`config.mk`:
```
export PLATFORM = sky130hd
export DESIGN_NAME = umc_mode_ctl
export DESIGN_NICKNAME = d
export VERILOG_FILES = /design/src/hw/umc_pkg.sv /design/src/hw/umc_divider.sv /design/src/hw/umc_mode_ctl.sv
export SDC_FILE = /design/constraint.sdc
export NUM_CORES = 1
export LEC_CHECK = 0
export ABC_CLOCK_PERIOD_IN_PS = 2700
export BUFFER_PORTS_ARGS = -buffer_cell sky130_fd_sc_hd__buf_4
export CORE_MARGIN = 1
export CORE_UTILIZATION = 45
export CTS_CLUSTER_DIAMETER = 80
export DETAILED_ROUTE_END_ITERATION = 10
export PLACE_DENSITY = 0.68
export SLEW_MARGIN = 30
export SYNTH_ARGS = -nofsm -noshare
export SYNTH_HDL_FRONTEND = slang
export SYNTH_HIERARCHICAL = 1
export SYNTH_SLANG_ARGS = --single-unit
```
`constraint.sdc`:
```
create_clock -name ref_clk_in -period 2.7 [get_ports ref_clk_in]
set_input_delay 0.27 -clock ref_clk_in [delete_from_list [all_inputs] [get_ports ref_clk_in]]
set_output_delay 0.27 -clock ref_clk_in [all_outputs]
set_load 0.01 [all_outputs]
```
`src/hw/umc_pkg.sv`:
```
// Package: register map, field positions and carriers for the mode control block
package umc_pkg;
    localparam int          ADDR_W         = 8;
    localparam int          DATA_W         = 32;
    localparam logic [7:0]  OFF_MODE_CTL2  = 8'h14;
    localparam logic [7:0]  OFF_GUARD_PSC  = 8'h18;
    localparam logic [7:0]  OFF_STATUS     = 8'h1C;
    localparam int          B_CTS_IRQ      = 10;
    localparam int          B_CTS_FLOW     = 9;
    localparam int          B_RTS_FLOW     = 8;
    localparam int          B_TX_DMA       = 7;
    localparam int          B_RX_DMA       = 6;
    localparam int          B_SMARTCARD    = 5;
    localparam int          B_NACK         = 4;
    localparam int          B_HALF_DUPLEX  = 3;
    localparam int          B_IR_LOWPOWER  = 2;
    localparam int          B_IR_ENABLE    = 1;
    localparam int          B_ERR_IRQ      = 0;
    localparam int          GUARD_LSB      = 8;
    localparam int          PSC_SC_MSB     = 4;
    localparam logic [10:0] CTL2_RESET     = 11'h000;
    localparam logic [15:0] GP_RESET       = 16'h0000;
    // Bits that may change only while the unit is disabled
    localparam logic [10:0] CTL2_LOCK_MASK = 11'h33E;
    // Bits absent on the simplified instances
    localparam logic [10:0] CTL2_SIMPLE_RSV = 11'h730;
    localparam logic [15:0] GP_SIMPLE_RSV   = 16'hFF00;

    typedef struct packed {
        logic cts_irq_enable;
        logic cts_flow_enable;
        logic rts_flow_enable;
        logic tx_dma_enable;
        logic rx_dma_enable;
        logic smartcard_enable;
        logic parity_nack_enable;
        logic half_duplex_enable;
        logic infrared_low_power;
        logic infrared_enable;
        logic error_irq_enable;
    } umc_ctl_s;

    typedef struct packed {
        logic [7:0] guard_time_field;
        logic [7:0] clock_divider_field;
    } umc_gp_s;

    typedef struct packed {
        logic cts_change_flag;
        logic framing_error_flag;
        logic overrun_error_flag;
        logic noise_error_flag;
        logic rx_buffer_full;
        logic tx_request;
        logic rx_request;
        logic parity_error;
        logic frame_done;
    } umc_stat_s;
endpackage

```
`src/hw/umc_divider.sv`:
```
// Clock divider producing a one-cycle enable pulse and a toggled clock level
`timescale 1ns/1ps
module umc_divider #(
    parameter int W = 8
) (
    input  wire logic         ref_clk_in,
    input  wire logic         rstn_in,
    input  wire logic         run_in,
    input  wire logic [W-1:0] div_in,
    output logic              tick_out,
    output logic              level_out
);
    logic [W-1:0] cnt_r;
    logic         hit;

    assign hit = run_in && (div_in != '0) && (cnt_r >= div_in - W'(1));

    always_ff @(posedge ref_clk_in) begin
        if (!rstn_in) begin
            cnt_r     <= '0;
            tick_out  <= 1'b0;
            level_out <= 1'b0;
        end else begin
            cnt_r     <= (!run_in || hit) ? '0 : cnt_r + W'(1);
            tick_out  <= hit;
            level_out <= run_in ? (level_out ^ hit) : 1'b0;
        end
    end
endmodule

```
`src/hw/umc_mode_ctl.sv`:
```
// Mode control, guard time and prescaler logic of the serial transceiver
//
// Behaviour
// - CTS change flag raises interrupt when enabled
// - CTS flow enable makes CTS input matter
// - RTS flow enable drives RTS output
// - Transmit DMA requests only when enabled
// - Receive DMA requests only when enabled
// - Smartcard enable selects smartcard operation
// - NACK sent on parity error if enabled in smartcard mode
// - Half-duplex enable selects half-duplex operation
// - Low-power bit selects low-power infrared operation
// - Infrared enable turns on infrared coding
// - Error interrupt needs receive DMA and enable
// - Locked fields ignore writes while unit enabled
// - Guard time delays transmission complete flag in smartcard mode
// - Low-power clock divides by prescaler value
// - Smartcard clock divides by twice low bits
// - Prescaler high bits unused in smartcard
// - Simplified instances lack smartcard and flow controls
// - Second instance lacks infrared enable
//
// Our own choice: strobed register access.
`timescale 1ns/1ps
module umc_mode_ctl
    import umc_pkg::*;
#(
    parameter bit SIMPLE_UART = 1'b0,
    parameter bit NO_INFRARED = 1'b0
) (
    input  wire logic                  ref_clk_in,
    input  wire logic                  rstn_in,
    input  wire logic [umc_pkg::ADDR_W-1:0] addr_in,
    input  wire logic [umc_pkg::DATA_W-1:0] wdata_in,
    input  wire logic                  wr_in,
    input  wire logic                  rd_in,
    output logic [umc_pkg::DATA_W-1:0] rdata_out,
    input  wire logic                  unit_enable_in,
    input  wire logic                  baud_tick_in,
    input  wire logic                  cts_n_in,
    input  wire umc_pkg::umc_stat_s    stat_in,
    output logic                       tx_hold_out,
    output logic                       rts_n_out,
    output logic                       tx_dma_req_out,
    output logic                       rx_dma_req_out,
    output logic                       nack_out,
    output logic                       transmission_complete_flag_out,
    output logic                       irq_out,
    output umc_pkg::umc_ctl_s          mode_out,
    output logic                       smartcard_clock_out,
    output logic                       lowpower_tick_out
);
    import umc_pkg::*;

    ////////////////////////////////////////////////////////////////////////
    umc_ctl_s     ctl_r;
    umc_gp_s      gp_r;
    logic         cts_meta_r;
    logic         cts_sync_r;
    logic         cts_prev_r;
    logic         cts_change_r;
    logic [7:0]   guard_cnt_r;
    logic         guard_busy_r;

    logic [10:0]  ctl_rsv;
    logic [15:0]  gp_rsv;
    logic [10:0]  ctl_wmask;
    logic [15:0]  gp_wmask;
    logic [10:0]  ctl_nxt;
    logic [15:0]  gp_nxt;
    logic         sel_ctl;
    logic         sel_gp;
    logic         sel_stat;
    logic [31:0]  rd_mux;
    logic         sc_on;
    logic         lp_on;
    logic [7:0]   sc_div;
    logic         sc_tick;
    logic         sc_level;
    logic         lp_tick;
    logic         lp_level;
    logic         cts_ok;
    logic         err_any;
    logic         guard_done;

    ////////////////////////////////////////////////////////////////////////
    // Register decode
    assign sel_ctl  = (addr_in == OFF_MODE_CTL2);
    assign sel_gp   = (addr_in == OFF_GUARD_PSC);
    assign sel_stat = (addr_in == OFF_STATUS);

    assign ctl_rsv = (SIMPLE_UART ? CTL2_SIMPLE_RSV : 11'h000)
                   | (NO_INFRARED ? 11'(1 << B_IR_ENABLE) : 11'h000);
    assign gp_rsv  = SIMPLE_UART ? GP_SIMPLE_RSV : 16'h0000;

    // Locked fields frozen while unit enabled
    assign ctl_wmask = ~ctl_rsv & (unit_enable_in ? ~CTL2_LOCK_MASK : 11'h7FF);
    assign gp_wmask  = ~gp_rsv & (unit_enable_in ? 16'h0000 : 16'hFFFF);
    assign ctl_nxt   = (ctl_r & ~ctl_wmask) | (wdata_in[10:0] & ctl_wmask);
    assign gp_nxt    = (gp_r & ~gp_wmask) | (wdata_in[15:0] & gp_wmask);

    assign rd_mux = sel_ctl  ? {21'h000000, ctl_r} :
                    sel_gp   ? {16'h0000, gp_r} :
                    sel_stat ? {27'h0000000, cts_change_r, guard_busy_r, cts_sync_r, lp_on, sc_on} :
                               32'h00000000;

    always_ff @(posedge ref_clk_in) begin
        if (!rstn_in) begin
            ctl_r     <= CTL2_RESET;
            gp_r      <= GP_RESET;
            rdata_out <= 32'h00000000;
        end else begin
            if (wr_in && sel_ctl) begin
                ctl_r <= ctl_nxt;
            end
            if (wr_in && sel_gp) begin
                gp_r <= gp_nxt;
            end
            rdata_out <= rd_in ? rd_mux : 32'h00000000;
        end
    end

    ////////////////////////////////////////////////////////////////////////
    // CTS pin synchroniser
    always_ff @(posedge ref_clk_in) begin
        if (!rstn_in) begin
            cts_meta_r <= 1'b1;
            cts_sync_r <= 1'b1;
            cts_prev_r <= 1'b1;
        end else begin
            cts_meta_r <= cts_n_in;
            cts_sync_r <= cts_meta_r;
            cts_prev_r <= cts_sync_r;
        end
    end

    // Reading the status word clears the change flag; a new edge wins
    always_ff @(posedge ref_clk_in) begin
        if (!rstn_in) begin
            cts_change_r <= 1'b0;
        end else if (ctl_r.cts_flow_enable && (cts_sync_r != cts_prev_r)) begin
            cts_change_r <= 1'b1;
        end else if (rd_in && sel_stat) begin
            cts_change_r <= 1'b0;
        end
    end

    ////////////////////////////////////////////////////////////////////////
    // Mode selection and flow control
    // Smartcard selection
    assign sc_on = ctl_r.smartcard_enable;
    assign lp_on = ctl_r.infrared_enable && ctl_r.infrared_low_power;
    // CTS gates new characters only when enabled
    assign cts_ok = !ctl_r.cts_flow_enable || !cts_sync_r;
    assign err_any = stat_in.framing_error_flag || stat_in.overrun_error_flag
                   || stat_in.noise_error_flag;

    always_ff @(posedge ref_clk_in) begin
        if (!rstn_in) begin
            mode_out       <= '0;
            tx_hold_out    <= 1'b0;
            rts_n_out      <= 1'b0;
            tx_dma_req_out <= 1'b0;
            rx_dma_req_out <= 1'b0;
            nack_out       <= 1'b0;
            irq_out        <= 1'b0;
        end else begin
            mode_out    <= ctl_r;
            tx_hold_out <= !cts_ok;
            rts_n_out   <= ctl_r.rts_flow_enable && stat_in.rx_buffer_full;
            tx_dma_req_out <= ctl_r.tx_dma_enable && stat_in.tx_request;
            rx_dma_req_out <= ctl_r.rx_dma_enable && stat_in.rx_request;
            nack_out <= sc_on && ctl_r.parity_nack_enable && stat_in.parity_error;
            irq_out <= (ctl_r.cts_irq_enable && (stat_in.cts_change_flag || cts_change_r))
                     || (ctl_r.rx_dma_enable && ctl_r.error_irq_enable && err_any);
        end
    end

    ////////////////////////////////////////////////////////////////////////
    // Guard time: counts baud ticks after each frame in smartcard mode
    assign guard_done = guard_busy_r && baud_tick_in && (guard_cnt_r <= 8'h01);

    always_ff @(posedge ref_clk_in) begin
        if (!rstn_in) begin
            guard_cnt_r                    <= 8'h00;
            guard_busy_r                   <= 1'b0;
            transmission_complete_flag_out <= 1'b0;
        end else if (stat_in.frame_done) begin
            guard_cnt_r                    <= gp_r.guard_time_field;
            guard_busy_r                   <= sc_on && (gp_r.guard_time_field != 8'h00);
            transmission_complete_flag_out <= !(sc_on && (gp_r.guard_time_field != 8'h00));
        end else begin
            if (guard_busy_r && baud_tick_in) begin
                guard_cnt_r <= guard_cnt_r - 8'h01;
            end
            if (guard_done) begin
                guard_busy_r                   <= 1'b0;
                transmission_complete_flag_out <= 1'b1;
            end
        end
    end

    ////////////////////////////////////////////////////////////////////////
    // Prescalers. A zero field stops the divider rather than hang it.
    // Low five bits only, half period per count
    assign sc_div = {3'b000, gp_r.clock_divider_field[PSC_SC_MSB:0]};

    umc_divider #(.W(8)) u_sc_div (
        .ref_clk_in (ref_clk_in),
        .rstn_in    (rstn_in),
        .run_in     (sc_on),
        .div_in     (sc_div),
        .tick_out   (sc_tick),
        .level_out  (sc_level)
    );

    umc_divider #(.W(8)) u_lp_div (
        .ref_clk_in (ref_clk_in),
        .rstn_in    (rstn_in),
        .run_in     (lp_on),
        .div_in     (gp_r.clock_divider_field),
        .tick_out   (lp_tick),
        .level_out  (lp_level)
    );

    always_ff @(posedge ref_clk_in) begin
        if (!rstn_in) begin
            smartcard_clock_out <= 1'b0;
            lowpower_tick_out   <= 1'b0;
        end else begin
            smartcard_clock_out <= sc_level;
            lowpower_tick_out   <= lp_tick && !lp_level ? 1'b1 : lp_tick;
        end
    end
endmodule

```
# == Yosys cells after proc, flatten, opt, wreduce, memory -nomap -nowiden ==
# Index checks and enable logic that the tools add are counted.
# op_classes
n_mux,14
order_cmp,3
n_addsub,5
n_eq_ne,4
bitwise_logic,12
n_reduce_logical,48
# ops
operator,n
$and 16x16->16,2
$mux 16,2
$eq 8x5->1 const B,3
$reduce_bool 8->1,3
$and 11x11->11,2
$logic_and 1x1->1,21
$add 8x1->8 const B,2
$ge 8x8->1,2
$mux 8,2
$not 16->16,1
$or 16x16->16,1
$sub 8x1->8 const B,2
$mux 11,1
$not 11->11,1
$or 11x11->11,1
$mux 10,1
$le 8x1->1 const B,1
$logic_not 1->1,7
$logic_or 1x1->1,7
$mux 1,7
$reduce_and 2->1,3
$reduce_bool 2->1,3
$sub 5x1->6 const B,1
$mux 5,1
other kinds (6),9
# totals
word_cells,133
input_bits,56
regBits,111
out_inout_bits,52

# == Logic depth before layout (Yosys ltp) ==
# logic_depth
depth_word,5
mapped_depth,10
depth_no_buf,10

# == Modules after synthesis ==
# Netlist, hierarchy kept.
# by_module_without_submodules
module,n_inst,cells_per_inst,seq_area_each_um2,area_per_inst_um2
umc_mode_ctl,1,300,1521.5,2977.9
umc_divider,2,78,200.2,703.2

# == Worst setup path before layout ==
# Ideal clock, no wire load.
# synth_timing
path_type,register to register
start,register (tool-made name)
end,register u_sc_div.level_out
arrival_ps,2024
setup_time_ps,70
path_buffers,0
t_required_ps,2630
setup_slack_ps,606
synth_period_minus_slack_ps,2094
stages_incl_launch_ff,10
cell_sequence,dfxtp_1 -> or3_1 -> nor3_1 -> xnor2_1 -> ha_1 -> o211ai_1 -> nor3_1 -> nand4b_2 -> a21o_1 -> a21oi_1
# synth_rtl
element,line,source
"end signal, assigned",umc_divider.sv:26,level_out <= run_in ? (level_out ^ hit) : 1'b0;
"end, declared",umc_divider.sv:11,output logic level_out

==> metrics.txt <==
Post-Place Cells 646; Resized Gates After CTS 0; number of buffers and inverters on the critical path 0; CP Cell Sequence or3_1, nor3_1, xnor2_1, ha_1, a21oi_1, o21ai_0, nand3_1, nand4_4, nor2_1; max-slew headroom at the worst pin 57.2%; DR vias 3345; Die Area 9990 um2; count of max-cap constraint violations 0; clk_lat worst skew 370 ps; reg2reg setup slack 400 ps; vias in the first global route 3171; Mapped Area 4320 um2; status finished clean; crit path to u_lp_div/cnt_r[6]; fmax 434 MHz; Final Cycle Share 85.3%; area of the multi-input gates 2230 um2; RSZ-0062 raised after global routing false; Clock Tree Root clkbuf_8; Worst-Margin Slew 638 ps; routability cong. 0.829; post-CTS setup buffers 0; Starting DRT DRC Count 104; Initial DRT Pass Iterations 4; row count 35; Slew Viols, Final 0; Nets 608; slowest cell on the critical path dfxtp_1; Syn Inst Count 449; Tot GR Track Use 19.5%; CP Class flip-flop to flip-flop; ANT nets after route 0; reg2reg path depth 9; worst-path fanout max 8; first-pass GRT wire length 15100 um; grt total ovfl 0; fin cells 662; Layout fillers 870; Power Dens Cells 477 nW/um2; CP Capture Type flip-flop; htree depth 3; critical path arrival 2610 ps; Port Buffers 75; Layout Skew 10.3 ps; worst reg2reg path endpoint u_lp_div/cnt_r[6]; register area 1880 um2; Layout area overhead 19.0%; worst min-delay path category primary input to flip-flop; Core ar. 9280 um2; Setup-failing EPs final 0; cts bufs inserted 9; HP Start cts_n_in; TritonCTS clock tree built; largest delay contributor family on the critical path simple AND/OR/NAND/NOR gates; Peak VDD IR 232 uV; stages on the worst setup path 9; DRC viols 0; wire length per cell 13.8 um; static leakage 2.50 nW; WL final 9140 um; min Tclk post-route 2300 ps; clock sink total 94; Clock Tree Buf Depth 2; fraction of layout cells with a size suffix above 1 20.6%; initial core utilization 46.5%; slowest stage delay, CP 410 ps; I/O pin cnt 108; final setup TNS 0 ps; initial antenna violation count 0; startpoint types flip-flop; DR vias/cell 5.05; Worst-path clk slew 100 ps; placed wire-length estimate 6680 um; Syn Area/Cell 9.61 um2; pin count of the biggest net entering global routing 37; Die X-Extent 99.9 um; final hold violations 0; Die Y 99.9 um; n_diodes 0; Worst EP required 3010 ps; Yosys Warn Count 6; Post-CTS Hold Buffers 0
-- power breakdown --
group / switching [mW] / total (mW) / leakage, nW / internal, mW
combinational: 0.0783 / 0.145 / 1.65 / 0.0671
clock: 0.529 / 0.902 / 0.0875 / 0.373
sequential: 0.00721 / 1.40 / 0.759 / 1.39
total: 0.615 / 2.45 / 2.50 / 1.83
-- cell type report --
class	count	area share, %
clock buffers	10	2.68
clock inverters	6	0.999
inverters	25	1.83
multi-input cells	321	43.4
flip-flops and latches	94	36.7
well taps	129	3.14
repair buffers	77	11.3
-- cell usage in the layout (no fill, tap or decap), types with 3 or more instances in the layout --
cell and instances:
a21oi_1 9, a22o_1 6, a22oi_1 4, a31oi_1 3, and2_1 8, and3_1 9
buf_4 77, clkbuf_8 10, clkinvlp_4 3, conb_1 23, dfxtp_1 94, ha_1 24
inv_1 25, mux2_2 4, mux2i_1 27, nand2_1 52, nand2b_1 3, nand3_1 20
nand4_1 3, nor2_1 33, nor3_1 9, o211ai_1 3, o21ai_0 9, or3_1 6
or4_1 4, xnor2_1 9, xor2_1 18
-- how the worst min path moves through the flow --
| stage | end | cells after the start | slack, ps |
|---|---|---|---|
| 3_5_place_dp | cts_sync_r | 1 | 390 |
| 2_1_floorplan | cts_meta_r | 1 | 370 |
| 3_3_place_gp | cts_sync_r | 1 | 400 |
| 5_1_grt | cts_meta_r | 2 | 70 |
| 6_report | cts_meta_r | 2 | 80 |
| 4_1_cts | cts_meta_r | 2 | 60 |
-- layer usage --
layer / vias up / routed length [um] / share of wire (%) / GRT usage [%]
met3: 13 / 454 / 5.0 / 5.50
met2: 93 / 4240 / 46 / 31.4
met4: 0 / 146 / 1.6 / 6.67
met1: 1557 / 4300 / 47 / 25.0
met5: - / 0 / 0 / 0
li1: 1682 / - / - / -
-- worst reg2reg max path, stage by stage (launching register included) --
cell and delay (ps):
dfxtp_1 410, or3_1 410, nor3_1 210, xnor2_1 170
ha_1 270, a21oi_1 150, o21ai_0 120, nand3_1 170
nand4_4 190, nor2_1 150
-- stage by stage --
stage	area, um2	setup slack, ps	hold WS [ps]	power (mW)	util (%)
6_report	5130	398	76.8	2.45	55.3
5_1_grt	5130	187	73.3	2.57	55.3
4_1_cts	5130	416	55.7	2.48	55.3
3_5_place_dp	4940	430	393	1.58	53.3
3_3_place_gp	4940	479	397	1.57	53.3
2_1_floorplan	4400	621	371	1.53	-
(Power assumes the default switching activity.)
